$ cat src/rtl/amd_decoder_unused_placeholder_removed.sv
// intentionally minimal: holds no logic
`default_nettype none
`default_nettype wire

$ cat src/shared/amd_pkg.sv
// constants, modes and states of the addressing mode decoder
`default_nettype none
package amd_pkg;
   localparam int PC_W            = 12;
   localparam int DATA_W          = 8;
   localparam int STACK_W         = 12;
   localparam int STACK_DEPTH_DEF = 6;

   // data space locations of the short-direct and pointer registers
   localparam logic [7:0] SHORT_BASE = 8'h80;
   localparam logic [7:0] PTR_BASE   = 8'h80;

   // opcode field positions
   localparam int OPC_PTR_SEL   = 4;
   localparam int OPC_SHORT_MSB = 3;
   localparam int OPC_SHORT_LSB = 2;
   localparam int OPC_BIT_MSB   = 7;
   localparam int OPC_BIT_LSB   = 5;
   localparam int OPC_BIT_COND  = 4;
   localparam int OPC_TEST_MSB  = 7;
   localparam int OPC_TEST_LSB  = 5;
   localparam int OPC_REL_DIR   = 4;
   localparam int OPC_SPAN_MSB  = 3;
   localparam int OPC_EXT_MSB   = 3;

   // relative test types
   localparam logic [2:0] TEST_C  = 3'h0;
   localparam logic [2:0] TEST_NC = 3'h1;
   localparam logic [2:0] TEST_Z  = 3'h2;
   localparam logic [2:0] TEST_NZ = 3'h3;

   // instruction lengths in bytes
   localparam logic [1:0] LEN1 = 2'h1;
   localparam logic [1:0] LEN2 = 2'h2;
   localparam logic [1:0] LEN3 = 2'h3;

   // reach of the two kinds of displacement
   localparam int REL_MIN = -15;
   localparam int REL_MAX = 16;
   localparam int BT_MIN  = -127;
   localparam int BT_MAX  = 128;

   typedef enum logic [8:0] {
      M_IMM   = 9'h001,
      M_DIR   = 9'h002,
      M_SHORT = 9'h004,
      M_EXT   = 9'h008,
      M_REL   = 9'h010,
      M_BITD  = 9'h020,
      M_BITT  = 9'h040,
      M_IND   = 9'h080,
      M_INH   = 9'h100
   } amd_mode_t;

   typedef enum logic [4:0] {
      S_IDLE = 5'h01,
      S_DEC  = 5'h02,
      S_PTR  = 5'h04,
      S_RD   = 5'h08,
      S_WR   = 5'h10
   } amd_state_t;
endpackage : amd_pkg
`default_nettype wire

$ cat src/rtl/amd_decoder.sv
// operand addressing, bit access, branch target and return stack of the core
// Functional notes
// RULE_01 - set or clear any data bit
// RULE_02 - branch on any single data bit
// RULE_03 - carry takes the addressed bit value
// RULE_04 - program, data and stack spaces kept apart
// RULE_05 - six-entry twelve-bit return stack
// RULE_06 - immediate operand is byte after opcode
// RULE_07 - direct: second byte is data address
// RULE_08 - short direct reaches 80h to 83h
// RULE_09 - extended target: opcode nibble plus byte
// RULE_10 - relative branch one byte, -15..+16
// RULE_11 - relative fields: test, direction, span
// RULE_12 - bit direct: opcode bit, byte address
// RULE_13 - bit test branch three bytes, -127..+128
// RULE_14 - indirect via pointer chosen by bit 4
// RULE_15 - inherent instructions one byte long
`default_nettype none
module amd_decoder #(
   parameter int STACK_DEPTH = amd_pkg::STACK_DEPTH_DEF
) (
   input  wire logic                         SYS_CLK_I,
   input  wire logic                         ARST_N_I,
   input  wire logic                         DEC_START_I,
   input  wire amd_pkg::amd_mode_t           MODE_I,
   input  wire logic [7:0]                   OPCODE_I,
   input  wire logic [7:0]                   BYTE2_I,
   input  wire logic [7:0]                   BYTE3_I,
   input  wire logic [amd_pkg::PC_W-1:0]     PC_I,
   input  wire logic                         FLAG_C_I,
   input  wire logic                         FLAG_Z_I,
   input  wire logic [7:0]                   DMEM_RDATA_I,
   input  wire logic                         DMEM_ACK_I,
   input  wire logic                         STACK_PUSH_I,
   input  wire logic                         STACK_POP_I,
   input  wire logic [amd_pkg::STACK_W-1:0]  STACK_DATA_I,
   output logic [7:0]                        DMEM_ADDR_O,
   output logic                              DMEM_RD_O,
   output logic                              DMEM_WR_O,
   output logic [7:0]                        DMEM_WDATA_O,
   output logic [7:0]                        OPERAND_O,
   output logic [1:0]                        LENGTH_O,
   output logic [amd_pkg::PC_W-1:0]          NEXT_PC_O,
   output logic                              BRANCH_O,
   output logic                              CARRY_LOAD_O,
   output logic                              CARRY_O,
   output logic                              DONE_O,
   output logic                              BUSY_O,
   output logic [amd_pkg::STACK_W-1:0]       STACK_TOP_O,
   output logic                              STACK_FULL_O,
   output logic                              STACK_EMPTY_O
);
   import amd_pkg::*;

   localparam int CNT_W = $clog2(STACK_DEPTH + 1);

   // a stack of one entry cannot shift; refuse it
   if (STACK_DEPTH < 2) begin : g_chk
      $error("stack depth must be at least two");
   end

   ////////////////////////////////////////////////////////////////////////////
   // decode sequencer
   amd_state_t        state,     next_state;
   amd_mode_t         mode_q,    next_mode_q;
   logic [7:0]        opc,       next_opc;
   logic [7:0]        b2,        next_b2;
   logic [7:0]        b3,        next_b3;
   logic [PC_W-1:0]   pc,        next_pc;
   logic [7:0]        next_dmem_addr;
   logic              next_dmem_rd;
   logic              next_dmem_wr;
   logic [7:0]        next_dmem_wdata;
   logic [7:0]        next_operand;
   logic [1:0]        next_length;
   logic [PC_W-1:0]   next_npc;
   logic              next_branch;
   logic              next_carry_ld;
   logic              next_carry;
   logic              next_done;
   logic              next_busy;

   // fields of the latched opcode
   logic [2:0]        bit_num;
   logic [7:0]        bit_mask;
   logic [3:0]        span;
   logic              rel_cond;
   logic [PC_W-1:0]   rel_fwd;
   logic [PC_W-1:0]   rel_bwd;
   logic [PC_W-1:0]   bt_target;
   logic              rd_bit;

   // RULE_12 opcode bit number
   assign bit_num   = opc[OPC_BIT_MSB:OPC_BIT_LSB];
   assign bit_mask  = 8'h01 << bit_num;
   assign span      = opc[OPC_SPAN_MSB:0];
   assign rel_fwd   = pc + PC_W'(span) + PC_W'(LEN1);
   assign rel_bwd   = pc - PC_W'(span);
   // displacement counts from the byte after the opcode
   assign bt_target = pc + PC_W'(LEN1) + PC_W'($signed(b3));
   assign rd_bit    = DMEM_RDATA_I[bit_num];

   // RULE_11 test type
   always_comb begin
      case (opc[OPC_TEST_MSB:OPC_TEST_LSB])
         TEST_C:  rel_cond = FLAG_C_I;
         TEST_NC: rel_cond = !FLAG_C_I;
         TEST_Z:  rel_cond = FLAG_Z_I;
         TEST_NZ: rel_cond = !FLAG_Z_I;
         default: rel_cond = 1'b0;
      endcase
   end

   // next values of the sequencer; data space reads wait for the memory ack
   always_comb begin
      next_state      = state;
      next_mode_q     = mode_q;
      next_opc        = opc;
      next_b2         = b2;
      next_b3         = b3;
      next_pc         = pc;
      next_dmem_addr  = DMEM_ADDR_O;
      next_dmem_rd    = DMEM_RD_O;
      next_dmem_wr    = 1'b0;
      next_dmem_wdata = DMEM_WDATA_O;
      next_operand    = OPERAND_O;
      next_length     = LENGTH_O;
      next_npc        = NEXT_PC_O;
      next_branch     = BRANCH_O;
      next_carry_ld   = 1'b0;
      next_carry      = CARRY_O;
      next_done       = 1'b0;
      next_busy       = BUSY_O;
      case (state)
         S_IDLE: begin
            if (DEC_START_I) begin
               next_mode_q = MODE_I;
               next_opc    = OPCODE_I;
               next_b2     = BYTE2_I;
               next_b3     = BYTE3_I;
               next_pc     = PC_I;
               next_busy   = 1'b1;
               next_branch = 1'b0;
               next_state  = S_DEC;
            end
         end
         S_DEC: begin
            next_state = S_IDLE;
            next_done  = 1'b1;
            next_busy  = 1'b0;
            case (mode_q)
               // RULE_06 immediate program byte
               M_IMM: begin
                  next_operand = b2;
                  next_length  = LEN2;
                  next_npc     = pc + PC_W'(LEN2);
               end
               // RULE_07 direct data address
               M_DIR, M_BITD, M_BITT: begin
                  next_dmem_addr = b2;
                  next_dmem_rd   = 1'b1;
                  next_length    = (mode_q == M_BITT) ? LEN3 : LEN2;
                  next_state     = S_RD;
                  next_done      = 1'b0;
                  next_busy      = 1'b1;
               end
               // RULE_08 short register select
               M_SHORT: begin
                  next_dmem_addr = SHORT_BASE | 8'(opc[OPC_SHORT_MSB:OPC_SHORT_LSB]);
                  next_dmem_rd   = 1'b1;
                  next_length    = LEN1;
                  next_state     = S_RD;
                  next_done      = 1'b0;
                  next_busy      = 1'b1;
               end
               // RULE_09 twelve-bit jump target
               M_EXT: begin
                  next_npc    = {opc[OPC_EXT_MSB:0], b2};
                  next_branch = 1'b1;
                  next_length = LEN2;
               end
               // RULE_10 one-byte relative branch
               M_REL: begin
                  next_length = LEN1;
                  next_branch = rel_cond;
                  if (!rel_cond) begin
                     next_npc = pc + PC_W'(LEN1);
                  end else if (opc[OPC_REL_DIR]) begin
                     next_npc = rel_bwd;
                  end else begin
                     next_npc = rel_fwd;
                  end
               end
               // RULE_14 pointer fetch first
               M_IND: begin
                  next_dmem_addr = PTR_BASE | 8'(opc[OPC_PTR_SEL]);
                  next_dmem_rd   = 1'b1;
                  next_length    = LEN1;
                  next_state     = S_PTR;
                  next_done      = 1'b0;
                  next_busy      = 1'b1;
               end
               // RULE_15 opcode alone
               default: begin
                  next_length = LEN1;
                  next_npc    = pc + PC_W'(LEN1);
               end
            endcase
         end
         S_PTR: begin
            // read strobe stays up; the pointer value becomes the address
            if (DMEM_ACK_I) begin
               next_dmem_addr = DMEM_RDATA_I;
               next_state     = S_RD;
            end
         end
         S_RD: begin
            if (DMEM_ACK_I) begin
               next_dmem_rd = 1'b0;
               next_operand = DMEM_RDATA_I;
               next_npc     = pc + PC_W'(LENGTH_O);
               next_state   = S_IDLE;
               next_done    = 1'b1;
               next_busy    = 1'b0;
               if (mode_q == M_BITD) begin
                  // RULE_03 carry from bit
                  next_carry_ld   = 1'b1;
                  next_carry      = rd_bit;
                  // RULE_01 read-modify-write bit
                  next_dmem_wdata = opc[OPC_BIT_COND] ? (DMEM_RDATA_I | bit_mask) : (DMEM_RDATA_I & ~bit_mask);
                  next_dmem_wr    = 1'b1;
                  next_state      = S_WR;
                  next_done       = 1'b0;
                  next_busy       = 1'b1;
               end else if (mode_q == M_BITT) begin
                  // RULE_02 tested bit shifted into carry
                  next_carry_ld = 1'b1;
                  next_carry    = rd_bit;
                  // RULE_13 branch on bit condition
                  next_branch   = (rd_bit == opc[OPC_BIT_COND]);
                  next_npc      = (rd_bit == opc[OPC_BIT_COND]) ? bt_target : pc + PC_W'(LEN3);
               end
            end
         end
         S_WR: begin
            // the write is one cycle long and needs no ack
            next_state = S_IDLE;
            next_done  = 1'b1;
            next_busy  = 1'b0;
         end
         default: begin
            next_state = S_IDLE;
            next_busy  = 1'b0;
         end
      endcase
   end

   // sequencer registers
   always_ff @(posedge SYS_CLK_I or negedge ARST_N_I) begin
      if (!ARST_N_I) begin
         state        <= S_IDLE;
         mode_q       <= M_INH;
         opc          <= 8'h00;
         b2           <= 8'h00;
         b3           <= 8'h00;
         pc           <= '0;
         DMEM_ADDR_O  <= 8'h00;
         DMEM_RD_O    <= 1'b0;
         DMEM_WR_O    <= 1'b0;
         DMEM_WDATA_O <= 8'h00;
         OPERAND_O    <= 8'h00;
         LENGTH_O     <= LEN1;
         NEXT_PC_O    <= '0;
         BRANCH_O     <= 1'b0;
         CARRY_LOAD_O <= 1'b0;
         CARRY_O      <= 1'b0;
         DONE_O       <= 1'b0;
         BUSY_O       <= 1'b0;
      end else begin
         state        <= next_state;
         mode_q       <= next_mode_q;
         opc          <= next_opc;
         b2           <= next_b2;
         b3           <= next_b3;
         pc           <= next_pc;
         DMEM_ADDR_O  <= next_dmem_addr;
         DMEM_RD_O    <= next_dmem_rd;
         DMEM_WR_O    <= next_dmem_wr;
         DMEM_WDATA_O <= next_dmem_wdata;
         OPERAND_O    <= next_operand;
         LENGTH_O     <= next_length;
         NEXT_PC_O    <= next_npc;
         BRANCH_O     <= next_branch;
         CARRY_LOAD_O <= next_carry_ld;
         CARRY_O      <= next_carry;
         DONE_O       <= next_done;
         BUSY_O       <= next_busy;
      end
   end

   ////////////////////////////////////////////////////////////////////////////
   // return stack, kept apart from data space
   // RULE_04 own stack space
   logic [STACK_DEPTH*STACK_W-1:0] stk,     next_stk;
   logic [CNT_W-1:0]               cnt,     next_cnt;
   logic                           next_full;
   logic                           next_empty;

   // RULE_05 shift stack; overflow drops the oldest entry
   always_comb begin
      next_stk = stk;
      next_cnt = cnt;
      if (STACK_PUSH_I && STACK_POP_I) begin
         next_stk[STACK_W-1:0] = STACK_DATA_I;
      end else if (STACK_PUSH_I) begin
         next_stk = {stk[(STACK_DEPTH-1)*STACK_W-1:0], STACK_DATA_I};
         if (cnt != CNT_W'(STACK_DEPTH)) begin
            next_cnt = cnt + CNT_W'(1);
         end
      end else if (STACK_POP_I) begin
         next_stk = {stk[STACK_DEPTH*STACK_W-1 -: STACK_W], stk[STACK_DEPTH*STACK_W-1:STACK_W]};
         if (cnt != '0) begin
            next_cnt = cnt - CNT_W'(1);
         end
      end
      next_full  = (next_cnt == CNT_W'(STACK_DEPTH));
      next_empty = (next_cnt == '0);
   end

   // stack registers
   always_ff @(posedge SYS_CLK_I or negedge ARST_N_I) begin
      if (!ARST_N_I) begin
         stk           <= '0;
         cnt           <= '0;
         STACK_TOP_O   <= '0;
         STACK_FULL_O  <= 1'b0;
         STACK_EMPTY_O <= 1'b1;
      end else begin
         stk           <= next_stk;
         cnt           <= next_cnt;
         STACK_TOP_O   <= next_stk[STACK_W-1:0];
         STACK_FULL_O  <= next_full;
         STACK_EMPTY_O <= next_empty;
      end
   end

   logic signed [PC_W-1:0] br_off;
   assign br_off = $signed(NEXT_PC_O - pc);
endmodule : amd_decoder
`default_nettype wire

$ cat config.mk
export PLATFORM = sky130hd
export DESIGN_NAME = amd_decoder
export DESIGN_NICKNAME = d
export VERILOG_FILES = /design/src/rtl/amd_decoder_unused_placeholder_removed.sv /design/src/shared/amd_pkg.sv /design/src/rtl/amd_decoder.sv
export SDC_FILE = /design/constraint.sdc
export NUM_CORES = 1
export LEC_CHECK = 0
export BUFFER_PORTS_ARGS = -buffer_cell sky130_fd_sc_hd__buf_4
export CAP_MARGIN = 20
export CORE_MARGIN = 4
export CORE_UTILIZATION = 50
export CTS_CLUSTER_SIZE = 20
export DETAILED_ROUTE_END_ITERATION = 8
export HOLD_SLACK_MARGIN = 0.03
export PLACE_DENSITY_LB_ADDON = 0.05
export SYNTH_ARGS = -nofsm -noshare
export SYNTH_HDL_FRONTEND = slang
export SYNTH_SLANG_ARGS = --single-unit
$ cat constraint.sdc
create_clock -name SYS_CLK_I -period 2.9 [get_ports SYS_CLK_I]
set_input_delay 0.29 -clock SYS_CLK_I [delete_from_list [all_inputs] [get_ports SYS_CLK_I]]
set_output_delay 0.29 -clock SYS_CLK_I [all_outputs]
set_load 0.03 [all_outputs]
==> impl_metrics.env, run 1 <==
export IMPL_hold_class="primary input to flip-flop"
export IMPL_nNetsFinal=1438
export IMPL_clk_latency_ps=430
export IMPL_slew_viol_final=0
export IMPL_fin_total_pwr_uw=13150
export IMPL_insertedDiodeCount=0
export IMPL_cp_startpoint="pc[0]$_DFFE_PN0P_"
export IMPL_wl_per_cell_um=18.65
export IMPL_yosysMostFrequentCell="nand2_1"
export IMPL_numCtsBuffers=17
export IMPL_dp_hpwl_um=22280
export IMPL_synth_nets=1302
export IMPL_synthArstFlopShare_pct=100.0
export IMPL_synth_top_area_cell="dfrtp_1"
export IMPL_finClkSkew_ps=14.20
export IMPL_root_buffer="clkbuf_16"
export IMPL_path_max_fanout=6
export IMPL_yosysWarnings=0
export IMPL_drive_gt1_share_pct=19.45
export IMPL_grt_max_degree=97
export IMPL_critPathKind="flip-flop to flip-flop"
export IMPL_ys_seq_area_share_pct=41.68
export IMPL_die_w_um=151.8
export IMPL_clockBufferDepth=2
export IMPL_cts_htree_levels=4
export IMPL_port_buffers=131
export IMPL_post_route_min_period_ps=2788
export IMPL_maxCapViolCount=0
export IMPL_status="completed"
export IMPL_slew_headroom_pct=39.96
export IMPL_rows=52
export IMPL_syn_inst=1188
export IMPL_power_density_cell_area_nw_per_um2=1054
export IMPL_top_layer_used="met4"
export IMPL_path_clk_slew_ps=80
export IMPL_ys_flop_type="dfrtp_1"
export IMPL_worstPathRequired_ps=3250
export IMPL_vias=9239
export IMPL_hold_violations=0
export IMPL_hold_depth=3
export IMPL_drc=0
export IMPL_die_y_um=151.8
export IMPL_worst_hold_path_endpoint="b2[4]$_DFFE_PN0P_"
export IMPL_synth_edf_count=0
export IMPL_first_pass_iters=5
export IMPL_reg2reg_slack_ps=110
export IMPL_r2r_start="pc[0]$_DFFE_PN0P_"
export IMPL_synthTopCellsByCount="nand2_1 (201), dfrtp_1 (168), nor2_1 (127)"
export IMPL_synth_seq_cells=172
export IMPL_start_util_pct=50.92
export IMPL_gp_congestion=1.028
export IMPL_dieArea_um2=23040
export IMPL_cts_sinks=172
export IMPL_worstMarginPinSlew_ps=900.6
export IMPL_cts_tree="yes"
export IMPL_fin_crit_sh_pct=96.13
export IMPL_synth_area_um2=10340
export IMPL_whs_ps=47.25
export IMPL_grtUsageTotal_pct=26.17
export IMPL_viasPerCell=5.749
export IMPL_drtIter0Drc=851
export IMPL_wirelength_um=29970
export IMPL_final_cells=1607
export IMPL_holdCritStartpoint="BYTE2_I[4]"
export IMPL_area_growth_pct=20.71
export IMPL_yosys_area_top_type_share_pct=40.67
export IMPL_worstPathArrival_ps=3140
export IMPL_clock_fmax_ghz=0.3587
export IMPL_core_um2=20300
export IMPL_peakVddDrop_uv=635.0
export IMPL_synthTopCellsByArea="dfrtp_1 (41%), mux2i_1 (7.6%), nand2_1 (7.3%), a21oi_1 (4.7%), nor2_1 (4.6%)"
export IMPL_end_kind="flip-flop"
export IMPL_r2r_end="NEXT_PC_O[10]$_DFFE_PN0P_"
export IMPL_grt_pass1_wl_um=46750
export IMPL_met3_length_um=2126
export IMPL_setup_viol=0
export IMPL_fin_setup_tns_ps=0
export IMPL_grt_pass1_vias=8491
export IMPL_wl_met2_um=13260
export IMPL_p_leak_uw=0.005832
export IMPL_grt_antenna_before_repair=0
export IMPL_cp_start_kind="flip-flop"
export IMPL_wl_met1_um=14010
export IMPL_grt_overflow=0
export IMPL_pin_count=132
export IMPL_yosysUniqueCellTypes=75
export IMPL_dpl_cell_count=1572
export IMPL_ant_nets=0
export IMPL_syn_area_per_cell_um2=8.702
export IMPL_rr_worst_depth=11
[report_power, final]
| group | internal [uW] | switching [uW] | total (uW) |
|---|---|---|---|
| Sequential | 3260 | 1000 | 4260 |
| Combinational | 2720 | 3920 | 6640 |
| Clock | 1180 | 1070 | 2250 |
[worst max-delay path: stages, from the launching register on]
cell and delay [ps]:
dfrtp_1 430, buf_4 130, buf_4 150, ha_1 200, inv_1 60, fa_1 460, nand2b_1 260, or3_1 340
a31o_2 250, a31oi_1 180, o2111ai_1 140, o211ai_1 110
[cells by family (layout without fill, tap and decap cells)]
family,count (synthesis),after routing,synth area share (%)
mux,81,81,7.867
xor+xnor,41,41,3.474
compound gates,287,287,17.55
fa+ha+maj,41,41,5.253
buf+inv,123,272,5.096
simple gates,443,443,19.08
flops,172,172,41.68
[cell usage in the layout, fill, tap and decap left out, drive strengths merged, types with 6 or more instances in the layout]
cell type  count
a21oi         97
and3           6
nand4          9
inv           48
a31oi         16
or3            8
clkbuf        19
a22oi          9
a21o          10
xnor2         25
o211ai        10
o31ai         11
nand2b         6
buf          199
nor2         127
o21ai         62
nor3          16
nand2        201
o22ai          7
o311ai         7
ha            37
nand3         30
mux2i         79
a221oi         6
xor2          16
dfrtp        168
a221o          7
nor2b          7
[registers in the layout (all words and copies together) (netlist names), 2 cells and up]
register,count
mode_q,9
DMEM_ADDR_O,8
b2,8
OPERAND_O,8
state,5
cnt,3
pc,12
stk,60
NEXT_PC_O,12
LENGTH_O,2
DMEM_WDATA_O,8
b3,8
opc,8
STACK_TOP_O,12
[how the worst max path moves through the flow]
stage                                 to  slack [ps]
3_3_place_gp   NEXT_PC_O[11]$_DFFE_PN0P_         120
3_5_place_dp   NEXT_PC_O[10]$_DFFE_PN0P_         110
4_1_cts        NEXT_PC_O[10]$_DFFE_PN0P_          90
6_report       NEXT_PC_O[10]$_DFFE_PN0P_         110
2_1_floorplan  NEXT_PC_O[10]$_DFFE_PN0P_         110
5_1_grt        NEXT_PC_O[10]$_DFFE_PN0P_         -20
[through the flow]
step           instance area, um2  setup WS [ps]  util, %
2_1_floorplan               10340          108.5        -
3_3_place_gp                11830          117.3    58.28
3_5_place_dp                11830          108.4    58.28
4_1_cts                     12410          94.31    61.16
5_1_grt                     12480         -21.01    61.47
6_report                    12480          112.3    61.47
[metal layers]
metal  track usage (%)  vias to the layer above
met3             5.086                       44
li1                  -                     4434
met5                 0                        -
met1             38.60                     4423
met2             39.69                      338
met4             6.873                        0
[timing repair]
| action | 4_1_cts | 5_1_grt |
|---|---|---|
| hold buffers | 1 | 1 |
| endpoints found under the setup margin | 0 | 5 |
| gates resized for setup | 0 | 12 |
| setup buffers | 0 | 1 |
| hold endpoints to repair | 54 | 1 |
[area by class of cell]
type / count / area, um2
fillers: 1837 / 7821
clock inverters: 13 / 121.4
well taps: 270 / 337.8
repair buffers: 201 / 1555
multi-input cells: 893 / 5554
clock buffers: 19 / 452.9
flip-flops and latches: 172 / 4310
inverters: 39 / 146.4
(Power assumes the default switching activity.)
==> run 2, diff against run 1 <==
==> constraint.sdc (replaced) <==
create_clock -name SYS_CLK_I -period 2.75 [get_ports SYS_CLK_I]
set_input_delay 0.275 -clock SYS_CLK_I [delete_from_list [all_inputs] [get_ports SYS_CLK_I]]
set_output_delay 0.275 -clock SYS_CLK_I [all_outputs]
set_load 0.03 [all_outputs]
==> run 2 against run 1 <==
Fmax increased by 3.7%. Largest cell class unchanged. Critical path type unchanged. Sequential power increased by 4%. Clock power increased by 12%. Register-to-register slack got worse by 50 ps. Clock skew decreased by 3.9 ps.
==> impl_metrics.env, run 2 (synthesized netlist as in run 1, its figures left out) <==
export IMPL_drive_gt1_share_pct=22.63
export IMPL_start_util_pct=50.92
export IMPL_clk_latency_ps=430
export IMPL_maxCapViolCount=0
export IMPL_cp_start_kind="flip-flop"
export IMPL_cts_tree="yes"
export IMPL_setup_viol=0
export IMPL_grt_pass1_wl_um=47500
export IMPL_worstMarginPinSlew_ps=845.3
export IMPL_drtIter0Drc=712
export IMPL_die_y_um=151.8
export IMPL_n_fill_cell=1775
export IMPL_die_w_um=151.8
export IMPL_pin_count=132
export IMPL_rows=52
export IMPL_final_area_um2=13180
export IMPL_first_pass_iters=5
export IMPL_worstPathArrival_ps=3020
export IMPL_hold_class="primary input to flip-flop"
export IMPL_vias=9341
export IMPL_insertedDiodeCount=0
export IMPL_hold_violations=0
export IMPL_grtUsageTotal_pct=26.60
export IMPL_clockBufferDepth=2
export IMPL_wirelength_um=30680
export IMPL_dieArea_um2=23040
export IMPL_slew_viol_final=0
export IMPL_grt_pass1_vias=8771
export IMPL_path_clk_slew_ps=70
export IMPL_final_common_cell="buf_4"
export IMPL_largest_register="stk"
export IMPL_status="completed"
export IMPL_nNetsFinal=1484
export IMPL_cts_htree_levels=4
export IMPL_grt_overflow=0
export IMPL_post_route_min_period_ps=2689
export IMPL_rsz0062_at_grt="true"
export IMPL_dpl_cell_count=1593
export IMPL_grt_antenna_before_repair=0
export IMPL_worstPathRequired_ps=3090
export IMPL_area_growth_pct=27.51
export IMPL_ant_nets=0
export IMPL_power_density_cell_area_nw_per_um2=1115
export IMPL_wl_per_cell_um=18.56
export IMPL_final_cells=1653
export IMPL_cts_sinks=172
export IMPL_gp_congestion=0.9902
export IMPL_dpl_cell_area_um2=12020
export IMPL_finClkSkew_ps=10.27
export IMPL_regArea_um2=4312
export IMPL_p_leak_uw=0.006104
export IMPL_viasPerCell=5.651
export IMPL_fin_crit_sh_pct=97.77
export IMPL_port_buffers=131
export IMPL_peakVddDrop_uv=696.4
export IMPL_critPathKind="flip-flop to flip-flop"
export IMPL_numCtsBuffers=17
export IMPL_layout_common_cells="buf_4 (214), nand2_1 (199), dfrtp_1 (166)"
export IMPL_clock_fmax_ghz=0.3719
export IMPL_multi_input_area_um2=5789
export IMPL_dp_hpwl_um=22630
export IMPL_drc=0
export IMPL_slew_headroom_pct=43.65
export IMPL_core_um2=20300
export IMPL_root_buffer="clkbuf_16"
export IMPL_path_max_fanout=9
export IMPL_grt_max_degree=78
export IMPL_largest_register_ffs=60
export IMPL_end_kind="flip-flop"
## run 2: cell count changes in the layout (fill, tap and decap cells not counted), moves of 3 or more
cell	change
a211oi_1	-3
xnor2_1	-3
buf_4	+19
a211oi_2	+3
a21oi_2	+3
dlygate4sd3_1	+23
ha_1	-6
ha_4	+6
inv_6	-4
a21oi_1	-3
## run 2: timing repair
item / 4_1_cts / 5_1_grt
hold endpoints to repair: 89 / 0
gates resized for setup: 5 / 47
pin swaps: 2 / 10
endpoints found under the setup margin: 2 / 7
cloned: 0 / 0
setup buffers: 0 / 3
hold buffers: 25 / 0
## run 2: critical path, cell delays in order, from the launching register on
cell and delay (ps):
dfrtp_1 410, buf_4 210, ha_1 250, inv_1 80, fa_1 440, nand2b_1 190, or3_1 300, a31o_2 250
a31oi_1 190, o2111ai_2 130, o211ai_1 150
## run 2: through the flow
| step | setup slack (ps) | hold WS [ps] | utilization, % | TNS, ps | power [uW] |
|---|---|---|---|---|---|
| 2_1_floorplan | 38.19 | -20.59 | - | 0 | 8886 |
| 4_1_cts | 5.334 | 30.79 | 63.55 | 0 | 14160 |
| 5_1_grt | -68.37 | 36.41 | 64.93 | -168.6 | 15680 |
| 3_3_place_gp | 5.367 | 347.1 | 59.21 | 0 | 11480 |
| 3_5_place_dp | -64.34 | 349.8 | 59.21 | -90.38 | 11560 |
| 6_report | 61.27 | 42.18 | 64.93 | 0 | 14700 |
## run 2: per-layer routing
layer  global-route usage (%)  vias up  wire length [um]
met5                        0        -                 0
met4                    6.694        0               581
met3                    4.759       42              2126
met2                    40.96      310             13710
met1                    39.07     4446             14260
li1                         -     4543                 -
## run 2: area by class of cell
| cell class | instances | share of cell area (%) |
|---|---|---|
| clock buffers | 18 | 3.256 |
| repair buffers | 247 | 15.10 |
| flip-flops and latches | 172 | 32.71 |
| inverters | 39 | 1.111 |
| clock inverters | 14 | 1.338 |
| multi-input cells | 893 | 43.92 |
| well taps | 270 | 2.563 |
## run 2: worst paths after layout
| check | startpoint | end | slack (ps) | depth (start not counted) |
|---|---|---|---|---|
| setup / recovery | pc[0]$_DFFE_PN0P_ | NEXT_PC_O[10]$_DFFE_PN0P_ | 60 | 10 |
| hold / removal | PC_I[6] | pc[6]$_DFFE_PN0P_ | 40 | 3 |
| setup reg to reg | pc[0]$_DFFE_PN0P_ | NEXT_PC_O[10]$_DFFE_PN0P_ | 60 | 10 |
| hold reg to reg | b3[6]$_DFFE_PN0P_ | b3[6]$_DFFE_PN0P_ | 490 | 2 |
| max in group asynchronous | ARST_N_I | CARRY_LOAD_O$_DFF_PN0_ | 1580 | 3 |
| min in group asynchronous | ARST_N_I | cnt[2]$_DFF_PN0_ | 420 | 2 |
## run 2: report_power, final
group          leakage [uW]  internal, uW  total [uW]  switching, uW
clock network      0.000292          1380        2510           1130
logic               0.00376          3310        7750           4440
registers           0.00205          3440        4450           1010
==> run 3, diff against run 2 <==
--- a/config.mk
+++ b/config.mk
@@ -5,12 +5,12 @@
 export SDC_FILE = /design/constraint.sdc
 export NUM_CORES = 1
 export LEC_CHECK = 0
-export BUFFER_PORTS_ARGS = -buffer_cell sky130_fd_sc_hd__buf_4
 export CAP_MARGIN = 20
 export CORE_MARGIN = 4
 export CORE_UTILIZATION = 50
 export CTS_CLUSTER_SIZE = 20
 export DETAILED_ROUTE_END_ITERATION = 8
+export DONT_BUFFER_PORTS = 1
 export HOLD_SLACK_MARGIN = 0.03
 export PLACE_DENSITY_LB_ADDON = 0.05
 export SYNTH_ARGS = -nofsm -noshare
==> run 3 against run 2 <==
The run now ends with negative hold slack left. Design area decreased by 5.6%. Total power down 2.8%. Critical endpoint is now NEXT_PC_O[9]$_DFFE_PN0P_. Sequential share of layout area rose by 2.0 points. Register-to-register slack better by 40 ps. Non-clock buffer count is 99 lower. Highest routed layer unchanged. Fmax grew 1.6%. Critical path type unchanged.
==> impl_metrics.env, run 3 (synthesized netlist as in run 1, its figures left out) <==
export IMPL_dp_hpwl_um=21930
export IMPL_layout_common_cells="nand2_1 (200), dfrtp_1 (166), nor2_1 (124)"
export IMPL_rows=52
export IMPL_n_fill_cell=1753
export IMPL_fin_total_pwr_uw=14290
export IMPL_cts_htree_levels=4
export IMPL_clk_latency_ps=430
export IMPL_peakVddDrop_uv=757.5
export IMPL_slowest_stage="dfrtp_2"
export IMPL_fin_setup_tns_ps=0
export IMPL_vias=8980
export IMPL_setup_viol=0
export IMPL_die_w_um=151.8
export IMPL_path_max_fanout=4
export IMPL_dieArea_um2=23040
export IMPL_pin_count=132
export IMPL_viasPerCell=5.775
export IMPL_hold_violations=172
export IMPL_clockBufferDepth=2
export IMPL_multi_input_area_um2=5717
export IMPL_path_clk_slew_ps=70
export IMPL_largest_register="stk"
export IMPL_area_growth_pct=20.31
export IMPL_nNetsFinal=1385
export IMPL_wl_per_cell_um=19.90
export IMPL_grt_max_degree=173
export IMPL_cts_sinks=172
export IMPL_numCtsBuffers=17
export IMPL_critPathKind="flip-flop to flip-flop"
export IMPL_slew_viol_final=0
export IMPL_whs_ps=-464.0
export IMPL_slowest_delay_ps=430
export IMPL_core_um2=20300
export IMPL_ant_nets=0
export IMPL_grt_pass1_wl_um=48390
export IMPL_die_y_um=151.8
export IMPL_cp_cell_sequence="ha_1 > buf_4 > nand2_1 > xnor2_2 > ha_2 > o21ai_1 > o21a_1 > o31ai_1 > xor2_1 > o311ai_1 > nand2_1"
export IMPL_grt_overflow=0
export IMPL_final_cells=1555
export IMPL_violations="negative hold slack"
export IMPL_gp_congestion=0.9945
export IMPL_regArea_um2=4312
export IMPL_drtIter0Drc=796
export IMPL_rsz0062_at_grt="true"
export IMPL_worstMarginPinSlew_ps=848.6
export IMPL_crit_path_frequent_cell="nand2_1"
export IMPL_utilization_pct=61.27
export IMPL_holdBufCountCts=56
export IMPL_p_leak_uw=0.005606
export IMPL_end_kind="flip-flop"
export IMPL_grtUsageTotal_pct=27.09
export IMPL_fin_crit_sh_pct=96.19
export IMPL_cts_tree="yes"
export IMPL_drive_gt1_share_pct=14.02
export IMPL_power_density_cell_area_nw_per_um2=1149
export IMPL_drc=0
export IMPL_dpl_cell_count=1456
export IMPL_hold_class="primary input to async pin"
export IMPL_cp_start_kind="flip-flop"
export IMPL_wirelength_um=30940
export IMPL_grt_antenna_before_repair=1
export IMPL_slew_headroom_pct=43.43
export IMPL_final_common_cell="nand2_1"
export IMPL_post_route_min_period_ps=2645
export IMPL_status="complete, but fails checks"
export IMPL_reg2reg_slack_ps=100
export IMPL_worstPathRequired_ps=3050
export IMPL_largest_register_ffs=60
export IMPL_maxCapViolCount=0
export IMPL_first_pass_iters=8
export IMPL_worstPathArrival_ps=2950
export IMPL_root_buffer="clkbuf_16"
export IMPL_port_buffers=0
export IMPL_start_util_pct=50.92
export IMPL_path_buf_inv=1
export IMPL_finClkSkew_ps=14.26
export IMPL_crit_family="compound AO/OA/AOI/OAI gates"
export IMPL_clock_fmax_ghz=0.3781
export IMPL_grt_pass1_vias=8521
run 3: cell types whose count changed in the layout (fill, tap and decap cells not counted), sizes merged:
cell	previous run	this run
inv	46	43
buf	222	92
dlygate4sd3	25	56
diode	0	1
clkinvlp	2	1
clkinv	3	7
run 3: path summary, 6_finish.rpt:
path	from	to	cells after the start
setup / recovery	pc[1]$_DFFE_PN0P_	NEXT_PC_O[9]$_DFFE_PN0P_	11
hold / removal	ARST_N_I	cnt[0]$_DFF_PN0_	0
setup reg to reg	pc[1]$_DFFE_PN0P_	NEXT_PC_O[9]$_DFFE_PN0P_	11
hold reg to reg	b3[6]$_DFFE_PN0P_	b3[6]$_DFFE_PN0P_	2
max in group asynchronous	ARST_N_I	pc[1]$_DFFE_PN0P_	0
min in group SYS_CLK_I	STACK_DATA_I[0]	STACK_TOP_O[0]$_DFFE_PN0P_	2
run 3: area by class of cell:
cell class / instances / share of cell area, %
Tap cell: 270 / 2.716
Inverter: 39 / 1.177
Clock buffer: 18 / 3.451
Clock inverter: 14 / 1.640
Sequential cell: 172 / 34.67
Antenna cell: 1 / 0.02012
Timing Repair Buffer: 148 / 10.36
Multi-Input combinational cell: 893 / 45.97
run 3: timing repair:
action | CTS | global route
endpoints found under the hold margin | 243 | 172
setup endpoints to repair | 4 | 8
pin swaps | 3 | 16
gates resized for setup | 2 | 43
buffers inserted | 2 | 8
run 3: per-layer routing:
metal  track usage, %  routed length (um)
met5                0                   0
met4            7.727                 741
met1            40.11               14550
met3            5.770                2211
met2            40.11               13440
run 3: power by group:
part / internal [uW] / total [uW] / switching (uW)
combinational: 2960 / 6690 / 3730
sequential: 3430 / 5040 / 1610
clock: 1400 / 2570 / 1170
run 3: stage by stage:
step / area (um2) / setup WS, ps
after floorplan: 10350 / 38.19
after global routing: 12440 / -56.24
final: 12440 / 104.9
after detailed placement: 10960 / -39.37
after global placement: 10960 / -41.18
after CTS: 12180 / 9.884
run 3: worst register-to-register path, cell delays in order (launching register included):
cell      delay (ps)
dfrtp_2          430
ha_1             230
buf_4            140
nand2_1           90
xnor2_2           80
ha_2             360
o21ai_1          100
o21a_1           220
o31ai_1          370
xor2_1           160
o311ai_1         250
nand2_1          100
